## src/hdl/unused_note_guard.sv

```systemverilog
`default_nettype none
`default_nettype wire

```

## src/hdl/gbvd_pkg.sv

```systemverilog
// package for the graphics board video decode block: map, register fields, video timing
// assumes a 24-bit word address from the processor and a 50 MHz board clock
//
// Notes on behaviour
// - bottom 2k words of the map select the monitor prom, 16-bit words.
// - four bit planes of 64k words at bases 0x20000 apart, plane 0 first.
// - three single addresses strobe plane-unit control, pixel latch and pixel output.
// - four one-hot addresses strobe function select for planes 0 to 3.
// - any processor write to interrupt-clear location releases the active-low processor interrupt line (drives it high).
// - plane write mask holds plane enables and flags; led lit when mask bit 4 is zero.
// - host interrupt follows written bit 0; host may also clear it.
// - video timing advances on each rising edge of the low-speed video clock.
// - each refresh transfer loads serial registers of 1024 pixels, 256 per device.
// - shift every video clock during active video, 16 pixels; clock gated by delayed blank.
// - serial outputs multiplexed by four serial output enables into four plane shifters.
// - pixels forced blank in blanking; pixels and syncs registered before output.
// - a load within blanking keeps the mid-line hold low.
// - mid-line reload only inside the safe window after a video clock rise, at any word of the line.
// - arbiter waits in state 18 until mid-line hold is low.
// - transfer happens on rising transfer strobe in state 0 after state 21.
// - monitor prom is registered, clocked by the secondary processor clock.
// - lines stored contiguously, so reloads may begin anywhere in a line.
// - mid-line refresh held until the safe window after a video clock rise; blanking load not held.
package gbvd_pkg;

	localparam int         ADDR_W       = 24;
	localparam int         DATA_W       = 16;
	localparam int         PLANES       = 4;
	localparam logic [23:0] PROM_LAST   = 24'h0007FF;
	localparam logic [23:0] PLANE_BASE  = 24'h400000;
	localparam logic [23:0] PLANE_STEP  = 24'h020000;
	localparam logic [23:0] PLANE_SIZE  = 24'h010000;
	localparam logic [23:0] CRE_ADDR    = 24'h800001;
	localparam logic [23:0] PIXEL_LATCH_STROBE_ADDR   = 24'h800002;
	localparam logic [23:0] POE_ADDR    = 24'h800004;
	localparam logic [23:0] FSE_BASE    = 24'hA00000;
	localparam logic [23:0] UART_FIRST  = 24'hC00000;
	localparam logic [23:0] UART_LAST   = 24'hC00007;
	localparam logic [23:0] INTCLR_ADDR = 24'hC00000;
	localparam logic [23:0] WMASK_ADDR  = 24'hE00007;
	localparam logic [23:0] HINT_ADDR   = 24'hF00000;
	localparam logic [15:0] WMASK_RST   = 16'h0000;
	localparam int         INDICATOR_FLAG_BIT    = 4;
	localparam int         HINT_BIT     = 0;
	localparam int         SHIFT_W      = 16;
	localparam int         LCLK_NS      = 800;
	localparam int         CLK_NS       = 20;
	localparam int         LCLK_CYC     = LCLK_NS / CLK_NS;
	localparam int         LOAD_MIN_NS  = 25;
	localparam int         LOAD_MIN_CYC = (LOAD_MIN_NS + CLK_NS) / CLK_NS;
	localparam int         LOAD_GAP_NS  = 20;
	localparam int         LOAD_MAX_CYC = (LCLK_NS - LOAD_GAP_NS) / CLK_NS;

	typedef struct packed {
		logic prom;
		logic [3:0] plane;
		logic plane_unit_ctrl_strobe;
		logic pixel_latch_strobe;
		logic pixel_output_strobe;
		logic [3:0] fse;
		logic uart;
	} gbvd_sel_t;

	typedef struct packed {
		logic hsync;
		logic vsync;
		logic [3:0] pix;
	} gbvd_vid_t;

	typedef enum logic [1:0] {
		GBVD_IDLE = 2'b00,
		GBVD_WAIT = 2'b01,
		GBVD_LOAD = 2'b10
	} gbvd_ld_t;

endpackage

```

## src/hdl/gbvd_top.sv

```systemverilog
// board glue: address decode, write-only registers, video output path and mid-line load timing
// assumes processor bus, video clock and blank inputs synchronous to ref_clk
`timescale 1ns/100ps
`default_nettype none
module gbvd_top (
	input  wire logic                ref_clk,
	input  wire logic                arst_n,
	input  wire logic [23:0]         proc_addr,
	input  wire logic [15:0]         proc_wdata,
	input  wire logic                proc_strobe,
	input  wire logic                proc_write,
	input  wire logic                host_access,
	input  wire logic                host_int_set,
	input  wire logic                host_int_clear,
	input  wire logic                secondary_processor_clock,
	input  wire logic                low_speed_video_clock,
	input  wire logic                blank_in,
	input  wire logic                hsync_in,
	input  wire logic                vsync_in,
	input  wire logic                load_req,
	input  wire logic [3:0]          serial_data,
	input  wire logic [4:0]          arb_state,
	output gbvd_pkg::gbvd_sel_t      sel_ff,
	output logic                     proc_int_n_ff,
	output logic                     host_int_ff,
	output logic [15:0]              plane_write_mask_ff,
	output logic                     led_on_ff,
	output logic                     prom_clk_en_ff,
	output logic                     gated_shift_clock_ff,
	output logic [3:0]               serial_output_enables_ff,
	output logic                     mid_line_hold_ff,
	output logic                     transfer_output_strobe_ff,
	output logic                     arb_wait_ff,
	output gbvd_pkg::gbvd_vid_t      vid_ff
);
	import gbvd_pkg::*;

	localparam logic [4:0] ST_WAIT = 5'd18;
	localparam logic [4:0] ST_PRE  = 5'd21;
	localparam logic [4:0] ST_ZERO = 5'd0;

	////////////////////////////////////////////////////////////////
	// reset release
	logic rst_a_ff;
	logic rst_n_ff;
	always_ff @(posedge ref_clk or negedge arst_n) begin
		if (!arst_n) begin
			rst_a_ff <= 1'b0;
			rst_n_ff <= 1'b0;
		end else begin
			rst_a_ff <= 1'b1;
			rst_n_ff <= rst_a_ff;
		end
	end

	////////////////////////////////////////////////////////////////
	// decode
	gbvd_sel_t sel_c;
	logic      strobe_ok;
	assign strobe_ok = proc_strobe && !(host_access && proc_addr >= UART_FIRST && proc_addr <= UART_LAST);
	gbvd_decode u_dec (
		.addr   (proc_addr),
		.strobe (strobe_ok),
		.sel    (sel_c)
	);

	////////////////////////////////////////////////////////////////
	// write-only registers
	logic        wr;
	logic        nxt_proc_int_n;
	logic        nxt_host_int;
	logic [15:0] nxt_mask;
	logic        host_int_set_d_ff;
	assign wr = proc_strobe && proc_write && !host_access;
	always_comb begin
		nxt_proc_int_n = proc_int_n_ff;
		nxt_host_int = host_int_ff;
		nxt_mask = plane_write_mask_ff;
		if (host_int_set && !host_int_set_d_ff)
			nxt_proc_int_n = 1'b0;
		if (wr && proc_addr == INTCLR_ADDR)
			nxt_proc_int_n = 1'b1;
		if (wr && proc_addr == WMASK_ADDR)
			nxt_mask = proc_wdata;
		if (host_int_clear)
			nxt_host_int = 1'b0;
		if (wr && proc_addr == HINT_ADDR)
			nxt_host_int = proc_wdata[HINT_BIT];
	end
	always_ff @(posedge ref_clk or negedge rst_n_ff) begin
		if (!rst_n_ff) begin
			sel_ff <= '0;
			proc_int_n_ff <= 1'b1;
			host_int_ff <= 1'b0;
			plane_write_mask_ff <= WMASK_RST;
			led_on_ff <= 1'b1;
			host_int_set_d_ff <= 1'b0;
			prom_clk_en_ff <= 1'b0;
		end else begin
			sel_ff <= sel_c;
			proc_int_n_ff <= nxt_proc_int_n;
			host_int_ff <= nxt_host_int;
			plane_write_mask_ff <= nxt_mask;
			led_on_ff <= !nxt_mask[INDICATOR_FLAG_BIT];
			host_int_set_d_ff <= host_int_set;
			prom_clk_en_ff <= secondary_processor_clock && sel_c.prom;
		end
	end

	////////////////////////////////////////////////////////////////
	// video shift path
	logic        lclk_d_ff;
	logic        blank_d_ff;
	logic        lclk_rise;
	logic [15:0] shreg_ff [PLANES];
	logic [15:0] nxt_shreg [PLANES];
	logic [3:0]  word_cnt_ff;
	logic [3:0]  nxt_word_cnt;
	gbvd_vid_t   nxt_vid;
	assign lclk_rise = low_speed_video_clock && !lclk_d_ff;
	always_comb begin
		nxt_word_cnt = word_cnt_ff;
		for (int p = 0; p < PLANES; p++) begin
			nxt_shreg[p] = shreg_ff[p];
			if (lclk_rise && !blank_d_ff)
				nxt_shreg[p] = {shreg_ff[p][14:0], serial_data[p]};
		end
		if (lclk_rise && !blank_d_ff)
			nxt_word_cnt = word_cnt_ff + 4'h1;
		nxt_vid.hsync = hsync_in;
		nxt_vid.vsync = vsync_in;
		for (int p = 0; p < PLANES; p++)
			nxt_vid.pix[p] = blank_d_ff ? 1'b0 : shreg_ff[p][SHIFT_W - 1];
	end
	always_ff @(posedge ref_clk or negedge rst_n_ff) begin
		if (!rst_n_ff) begin
			lclk_d_ff <= 1'b0;
			blank_d_ff <= 1'b1;
			gated_shift_clock_ff <= 1'b0;
			serial_output_enables_ff <= 4'h0;
			word_cnt_ff <= 4'h0;
			vid_ff <= '0;
			for (int p = 0; p < PLANES; p++)
				shreg_ff[p] <= 16'h0000;
		end else begin
			lclk_d_ff <= low_speed_video_clock;
			blank_d_ff <= blank_in;
			gated_shift_clock_ff <= low_speed_video_clock && !blank_d_ff;
			serial_output_enables_ff <= blank_d_ff ? 4'h0 : 4'hF;
			word_cnt_ff <= nxt_word_cnt;
			vid_ff <= nxt_vid;
			for (int p = 0; p < PLANES; p++)
				shreg_ff[p] <= nxt_shreg[p];
		end
	end

	////////////////////////////////////////////////////////////////
	// mid-line reload timing
	gbvd_ld_t    ld_ff;
	gbvd_ld_t    nxt_ld;
	logic [5:0]  since_ff;
	logic [5:0]  nxt_since;
	logic        nxt_hold;
	logic        nxt_transfer_output_strobe;
	logic [4:0]  prev_state_ff;
	logic        in_window;
	assign in_window = since_ff >= 6'(LOAD_MIN_CYC) && since_ff <= 6'(LOAD_MAX_CYC);
	always_comb begin
		nxt_ld = ld_ff;
		nxt_hold = mid_line_hold_ff;
		nxt_since = lclk_rise ? 6'h00 : (since_ff == 6'h3F ? since_ff : since_ff + 6'h01);
		case (ld_ff)
			GBVD_IDLE: begin
				nxt_hold = 1'b0;
				if (load_req && !blank_d_ff) begin
					nxt_ld = GBVD_WAIT;
					nxt_hold = 1'b1;
				end
			end
			GBVD_WAIT: begin
				nxt_hold = 1'b1;
				if (blank_d_ff || in_window) begin
					nxt_ld = GBVD_LOAD;
					nxt_hold = 1'b0;
				end
			end
			GBVD_LOAD: begin
				nxt_hold = 1'b0;
				if (!load_req)
					nxt_ld = GBVD_IDLE;
			end
			default: begin
				nxt_ld = GBVD_IDLE;
				nxt_hold = 1'b0;
			end
		endcase
		nxt_transfer_output_strobe = (arb_state == ST_ZERO) && (prev_state_ff == ST_PRE);
	end
	always_ff @(posedge ref_clk or negedge rst_n_ff) begin
		if (!rst_n_ff) begin
			ld_ff <= GBVD_IDLE;
			since_ff <= 6'h00;
			mid_line_hold_ff <= 1'b0;
			transfer_output_strobe_ff <= 1'b0;
			arb_wait_ff <= 1'b0;
			prev_state_ff <= 5'h00;
		end else begin
			ld_ff <= nxt_ld;
			since_ff <= nxt_since;
			mid_line_hold_ff <= nxt_hold;
			transfer_output_strobe_ff <= nxt_transfer_output_strobe;
			arb_wait_ff <= (arb_state == ST_WAIT) && nxt_hold;
			prev_state_ff <= arb_state;
		end
	end
endmodule
`default_nettype wire

```

## src/hdl/gbvd_decode.sv

```systemverilog
// address decoder for the processor map
// assumes address and strobe are synchronous to ref_clk
`timescale 1ns/100ps
`default_nettype none
module gbvd_decode (
	input  wire logic [23:0]       addr,
	input  wire logic              strobe,
	output gbvd_pkg::gbvd_sel_t    sel
);
	import gbvd_pkg::*;

	function automatic logic in_rng(input logic [23:0] a, input logic [23:0] lo, input logic [23:0] hi);
		in_rng = (a >= lo) && (a <= hi);
	endfunction

	always_comb begin
		sel = '0;
		if (strobe) begin
			sel.prom = in_rng(addr, 24'h000000, PROM_LAST);
			for (int p = 0; p < PLANES; p++) begin
				sel.plane[p] = in_rng(addr, PLANE_BASE + 24'(PLANE_STEP * p),
					PLANE_BASE + 24'(PLANE_STEP * p) + PLANE_SIZE - 24'h000001);
				sel.fse[p] = (addr == (FSE_BASE | (24'h000001 << p)));
			end
			sel.plane_unit_ctrl_strobe = (addr == CRE_ADDR);
			sel.pixel_latch_strobe = (addr == PIXEL_LATCH_STROBE_ADDR);
			sel.pixel_output_strobe = (addr == POE_ADDR);
			sel.uart = in_rng(addr, UART_FIRST, UART_LAST);
		end
	end
endmodule
`default_nettype wire

```

## config.mk

```make
export PLATFORM = sky130hd
export DESIGN_NAME = gbvd_top
export DESIGN_NICKNAME = d
export VERILOG_FILES = /design/src/hdl/unused_note_guard.sv /design/src/hdl/gbvd_pkg.sv /design/src/hdl/gbvd_top.sv /design/src/hdl/gbvd_decode.sv
export SDC_FILE = /design/constraint.sdc
export NUM_CORES = 1
export LEC_CHECK = 0
export BUFFER_PORTS_ARGS = -buffer_cell sky130_fd_sc_hd__buf_2
export CAP_MARGIN = 20
export CORE_MARGIN = 2
export CORE_UTILIZATION = 28
export CTS_BUF_LIST = sky130_fd_sc_hd__clkbuf_4 sky130_fd_sc_hd__clkbuf_8
export DETAILED_ROUTE_END_ITERATION = 6
export PLACE_DENSITY = 0.56
export SLEW_MARGIN = 20
export SYNTH_ARGS = -nofsm -noshare
export SYNTH_HDL_FRONTEND = slang
export SYNTH_SLANG_ARGS = --single-unit
```

## constraint.sdc

```tcl
create_clock -name ref_clk -period 6.2 [get_ports ref_clk]
set_input_delay 0 -clock ref_clk [delete_from_list [all_inputs] [get_ports ref_clk]]
set_output_delay 0 -clock ref_clk [all_outputs]
set_load 0.01 [all_outputs]
```

==> flow_summary_export.csv <==
group,metric,value,unit
critical_path,crit_arrival,3.43,ns
timing,rsz0062_at_grt,"no",
critical_path,cp.required,6.57,ns
power,power_density,281,nW/um2
clock_network,h-tree-depth,4,
power,vdd_drop_max,122,uV
timing,drv_slew,0,
floorplan,coreArea,17100,um2
floorplan,die_x,136,um
logic_synthesis,yosys-top-cells-area,"dfrtp_1 63%, mux2_2 17%, mux2_4 2.8%",
logic_synthesis,synth_xor_area_share,0.180,%
timing,fin_crit_sh,49.5,%
global_routing,overflow,0,
critical_path,r2r_start,"lclk_d_ff",
clock_network,cts_resized,0,
power,pwr-share-comb,11.3,%
timing,layout_setup_ws,3.13,ns
cells_and_area,area_growth,38.2,%
clock_network,post-cts-setup-buffers,0,
floorplan,row_count,48,
timing,hold_viol,0,
power,seqPwrFrac,53.6,%
logic_synthesis,synth_top_family_by_area,"multiplexers",
power,p_switching,0.485,mW
logic_synthesis,synth_nets,390,
cells_and_area,fillers,1639,
logic_synthesis,synth.avg_cell_area,14.9,um2
timing,tightestPinTransition,0.974,ns
hold_path,min_path_type,"in -> reg",
logic_synthesis,synth_adder_area_share,0.514,%
timing,fmax,326,MHz
routing,drc,0,
logic_synthesis,synthMuxAreaShare,19.6,%
global_routing,grt_pass1_wl,16100,um
logic_synthesis,synth_top_area_share,63.3,%
floorplan,initial_core_util,28.4,%
global_routing,grt_max_degree,77,
clock_network,clock-root-buffer,"clkbuf_8",
floorplan,io_pins,109,
global_routing,first_global_vias,3519,
global_routing,antenna_found_initial,0,
logic_synthesis,synth_cell_types,46,
routing,wire_per_inst,12.5,um
placement,place_ws,4.12,ns
critical_path,r2r_slack,4.12,ns
critical_path,crit_path_end_kind,"register",
clock_network,cts_tree,"built",
placement,gp_congestion,0.838,
placement,dp_cells,650,
hold_path,min_path_cells,3,
logic_synthesis,ys_ff_latch,126,
routing,drtAntennaViolNets,0,
routing,dr_total_vias,3263,
timing,setup_viol,0,
timing,slew_headroom,35.1,%
clock_network,cts_max_path_buffers,2,
clock_network,cts.sinks,126,
timing,skew,0.0143,ns
logic_synthesis,yosys.area.top_type,"dfrtp_1",
cells_and_area,drive_gt1_share,45.3,%
routing,vias_per_cell,4.33,
routing,drt_iter0_markers,108,
cells_and_area,final_util,39.3,%
cells_and_area,final-instance-count-excl-fill,753,
run_status,status,"completed",
logic_synthesis,synthSimpleGateAreaFrac,11.0,%
cells_and_area,final_nets,579,
critical_path,rr_worst_depth,4,
logic_synthesis,synthFlopType,"dfrtp_1",
floorplan,die_y,136,um
floorplan,die_area,18400,um2
logic_synthesis,synth_compound_area_share,1.88,%
timing,tns,0,ns
logic_synthesis,synthArstFlopShare,100,%
cells_and_area,diodes,0,
power,p_sw_share,25.7,%
routing,routed_wl,9430,um
flow_run,drv_cap,0,
logic_synthesis,synth_edf_count,0,
global_routing,grtUsageTotal,11.2,%
power,p_leak,3.27,nW
logic_synthesis,syn_inst,326,
hold_path,hold_path_startpoint,"proc_addr[18]",
critical_path,path_max_fanout,3,
critical_path,reg2reg_to,"shreg_ff[61]",
clock_network,cts.clk_slew.worst_paths,0.08,ns
logic_synthesis,syn_area,4870,um2
clock_network,ctsHoldBuffers,71,
hold_path,hold_end,"sel_ff[11]",
routing,firstDrtPassIters,4,
logic_synthesis,yosysWarningCount,0,
placement,port_buffers,108,
power,finalPower,1.89,mW
timing,timing.final.crit_period,3.07,ns
logic_synthesis,seq_area_frac_synth,64.9,%
power,pwr-share-clk,35.0,%
power,p_int,1.41,mW
placement,dp_hpwl,5950,um
clock_network,clkLatencyLatePin,0.42,ns
critical_path,critPathLaunchType,"input port",
critical_path,path_class,"in -> reg",
clock_network,cts_buffers,17,
## layout by cell type, fill, tap and decap left out, types with 4 or more instances in the layout
cell,instances
clkbuf_8,17
nor2b_1,10
mux2_2,72
a21oi_1,4
buf_2,108
nand2_1,8
inv_6,5
o21ai_0,4
nor3_1,10
mux2_4,9
nand3_1,6
nor2_1,14
dfrtp_1,122
dlygate4sd3_1,71
clkinvlp_4,4
inv_1,4
## cells in the mapped netlist, drive strengths merged, types with 3 or more instances
master and number:
nor4 6, nand3b 3, nand4 4, nor2b 10, o21ai 4, mux2 81
nor3 12, buf 10, nand3 6, nand2 8, a21oi 4, nand2b 3
nor2 14, dfrtp 123, dfstp 3, inv 4
## metrics by stage
| stage | hold slack (ns) | cell area (um2) |
|---|---|---|
| 6_report | 0.0585 | 6720 |
| 5_1_grt | 0.0463 | 6720 |
| 4_1_cts | 0.0210 | 6720 |
| 3_5_place_dp | -0.213 | 5640 |
| 3_3_place_gp | -0.215 | 5640 |
| 2_1_floorplan | -0.296 | 4870 |
## kinds of logic (layout without fill, tap and decap cells)
family,Yosys count,in the layout
compound gates,15,15
xor+xnor,1,1
fa+ha+maj,2,2
buf+inv,16,218
flops,126,126
mux,82,82
other cells,1,1
simple gates,83,83
## final cells by class
cell class	instances	area, um2	area share (%)
sequential	126	3160	47.0
inverter	4	15.0	0.223
timing repair buffer	182	1270	18.9
clock buffer	18	241	3.59
multi-input combinational	184	1620	24.1
tap	225	282	4.19
clock inverter	14	131	1.95
## power by group through the flow
stage	Sequential, mW	Combinational, mW	Clock [mW]
floorplan	1.01	0.139	0
global placement	1.03	0.181	0
detailed placement	1.03	0.189	0
CTS	1.02	0.217	0.690
global route	1.03	0.240	0.738
finish	1.01	0.215	0.663
## sequential cells by signal (all words and copies together) (netlist names), 2 cells and up
name and flops:
vid_ff 6, ld_ff 2, since_ff 6, sel_ff 13
plane_write_mask_ff 16, shreg_ff 64, prev_state_ff 5
## how the worst max path moves through the flow
stage                                end  slack (ns)           from
after floorplan              arb_wait_ff        2.43       rst_n_ff
after global placement      shreg_ff[37]        4.17      lclk_d_ff
after detailed placement    shreg_ff[46]        4.12      lclk_d_ff
after CTS                 prom_clk_en_ff        3.18  proc_addr[16]
after global routing      prom_clk_en_ff        3.00  proc_addr[16]
final                     prom_clk_en_ff        3.13  proc_addr[16]
## routing by layer
layer | wire [um] | vias up | global-route usage (%)
li1 | - | 1540 | -
met1 | 3910 | 1579 | 12.4
met2 | 4420 | 128 | 18.2
met3 | 895 | 16 | 5.74
met4 | 198 | 0 | 4.80
met5 | 0 | - | 0
## critical path: stages
cell           delay (ns)
dlygate4sd3_1        0.53
buf_2                0.14
nor4_2               0.36
dlygate4sd3_1        0.62
nand2_1              0.09
dlygate4sd3_1        0.61
nor4_1               0.37
and2_1               0.18
dlygate4sd3_1        0.54
Note: power is estimated with default switching activity, not from simulation.
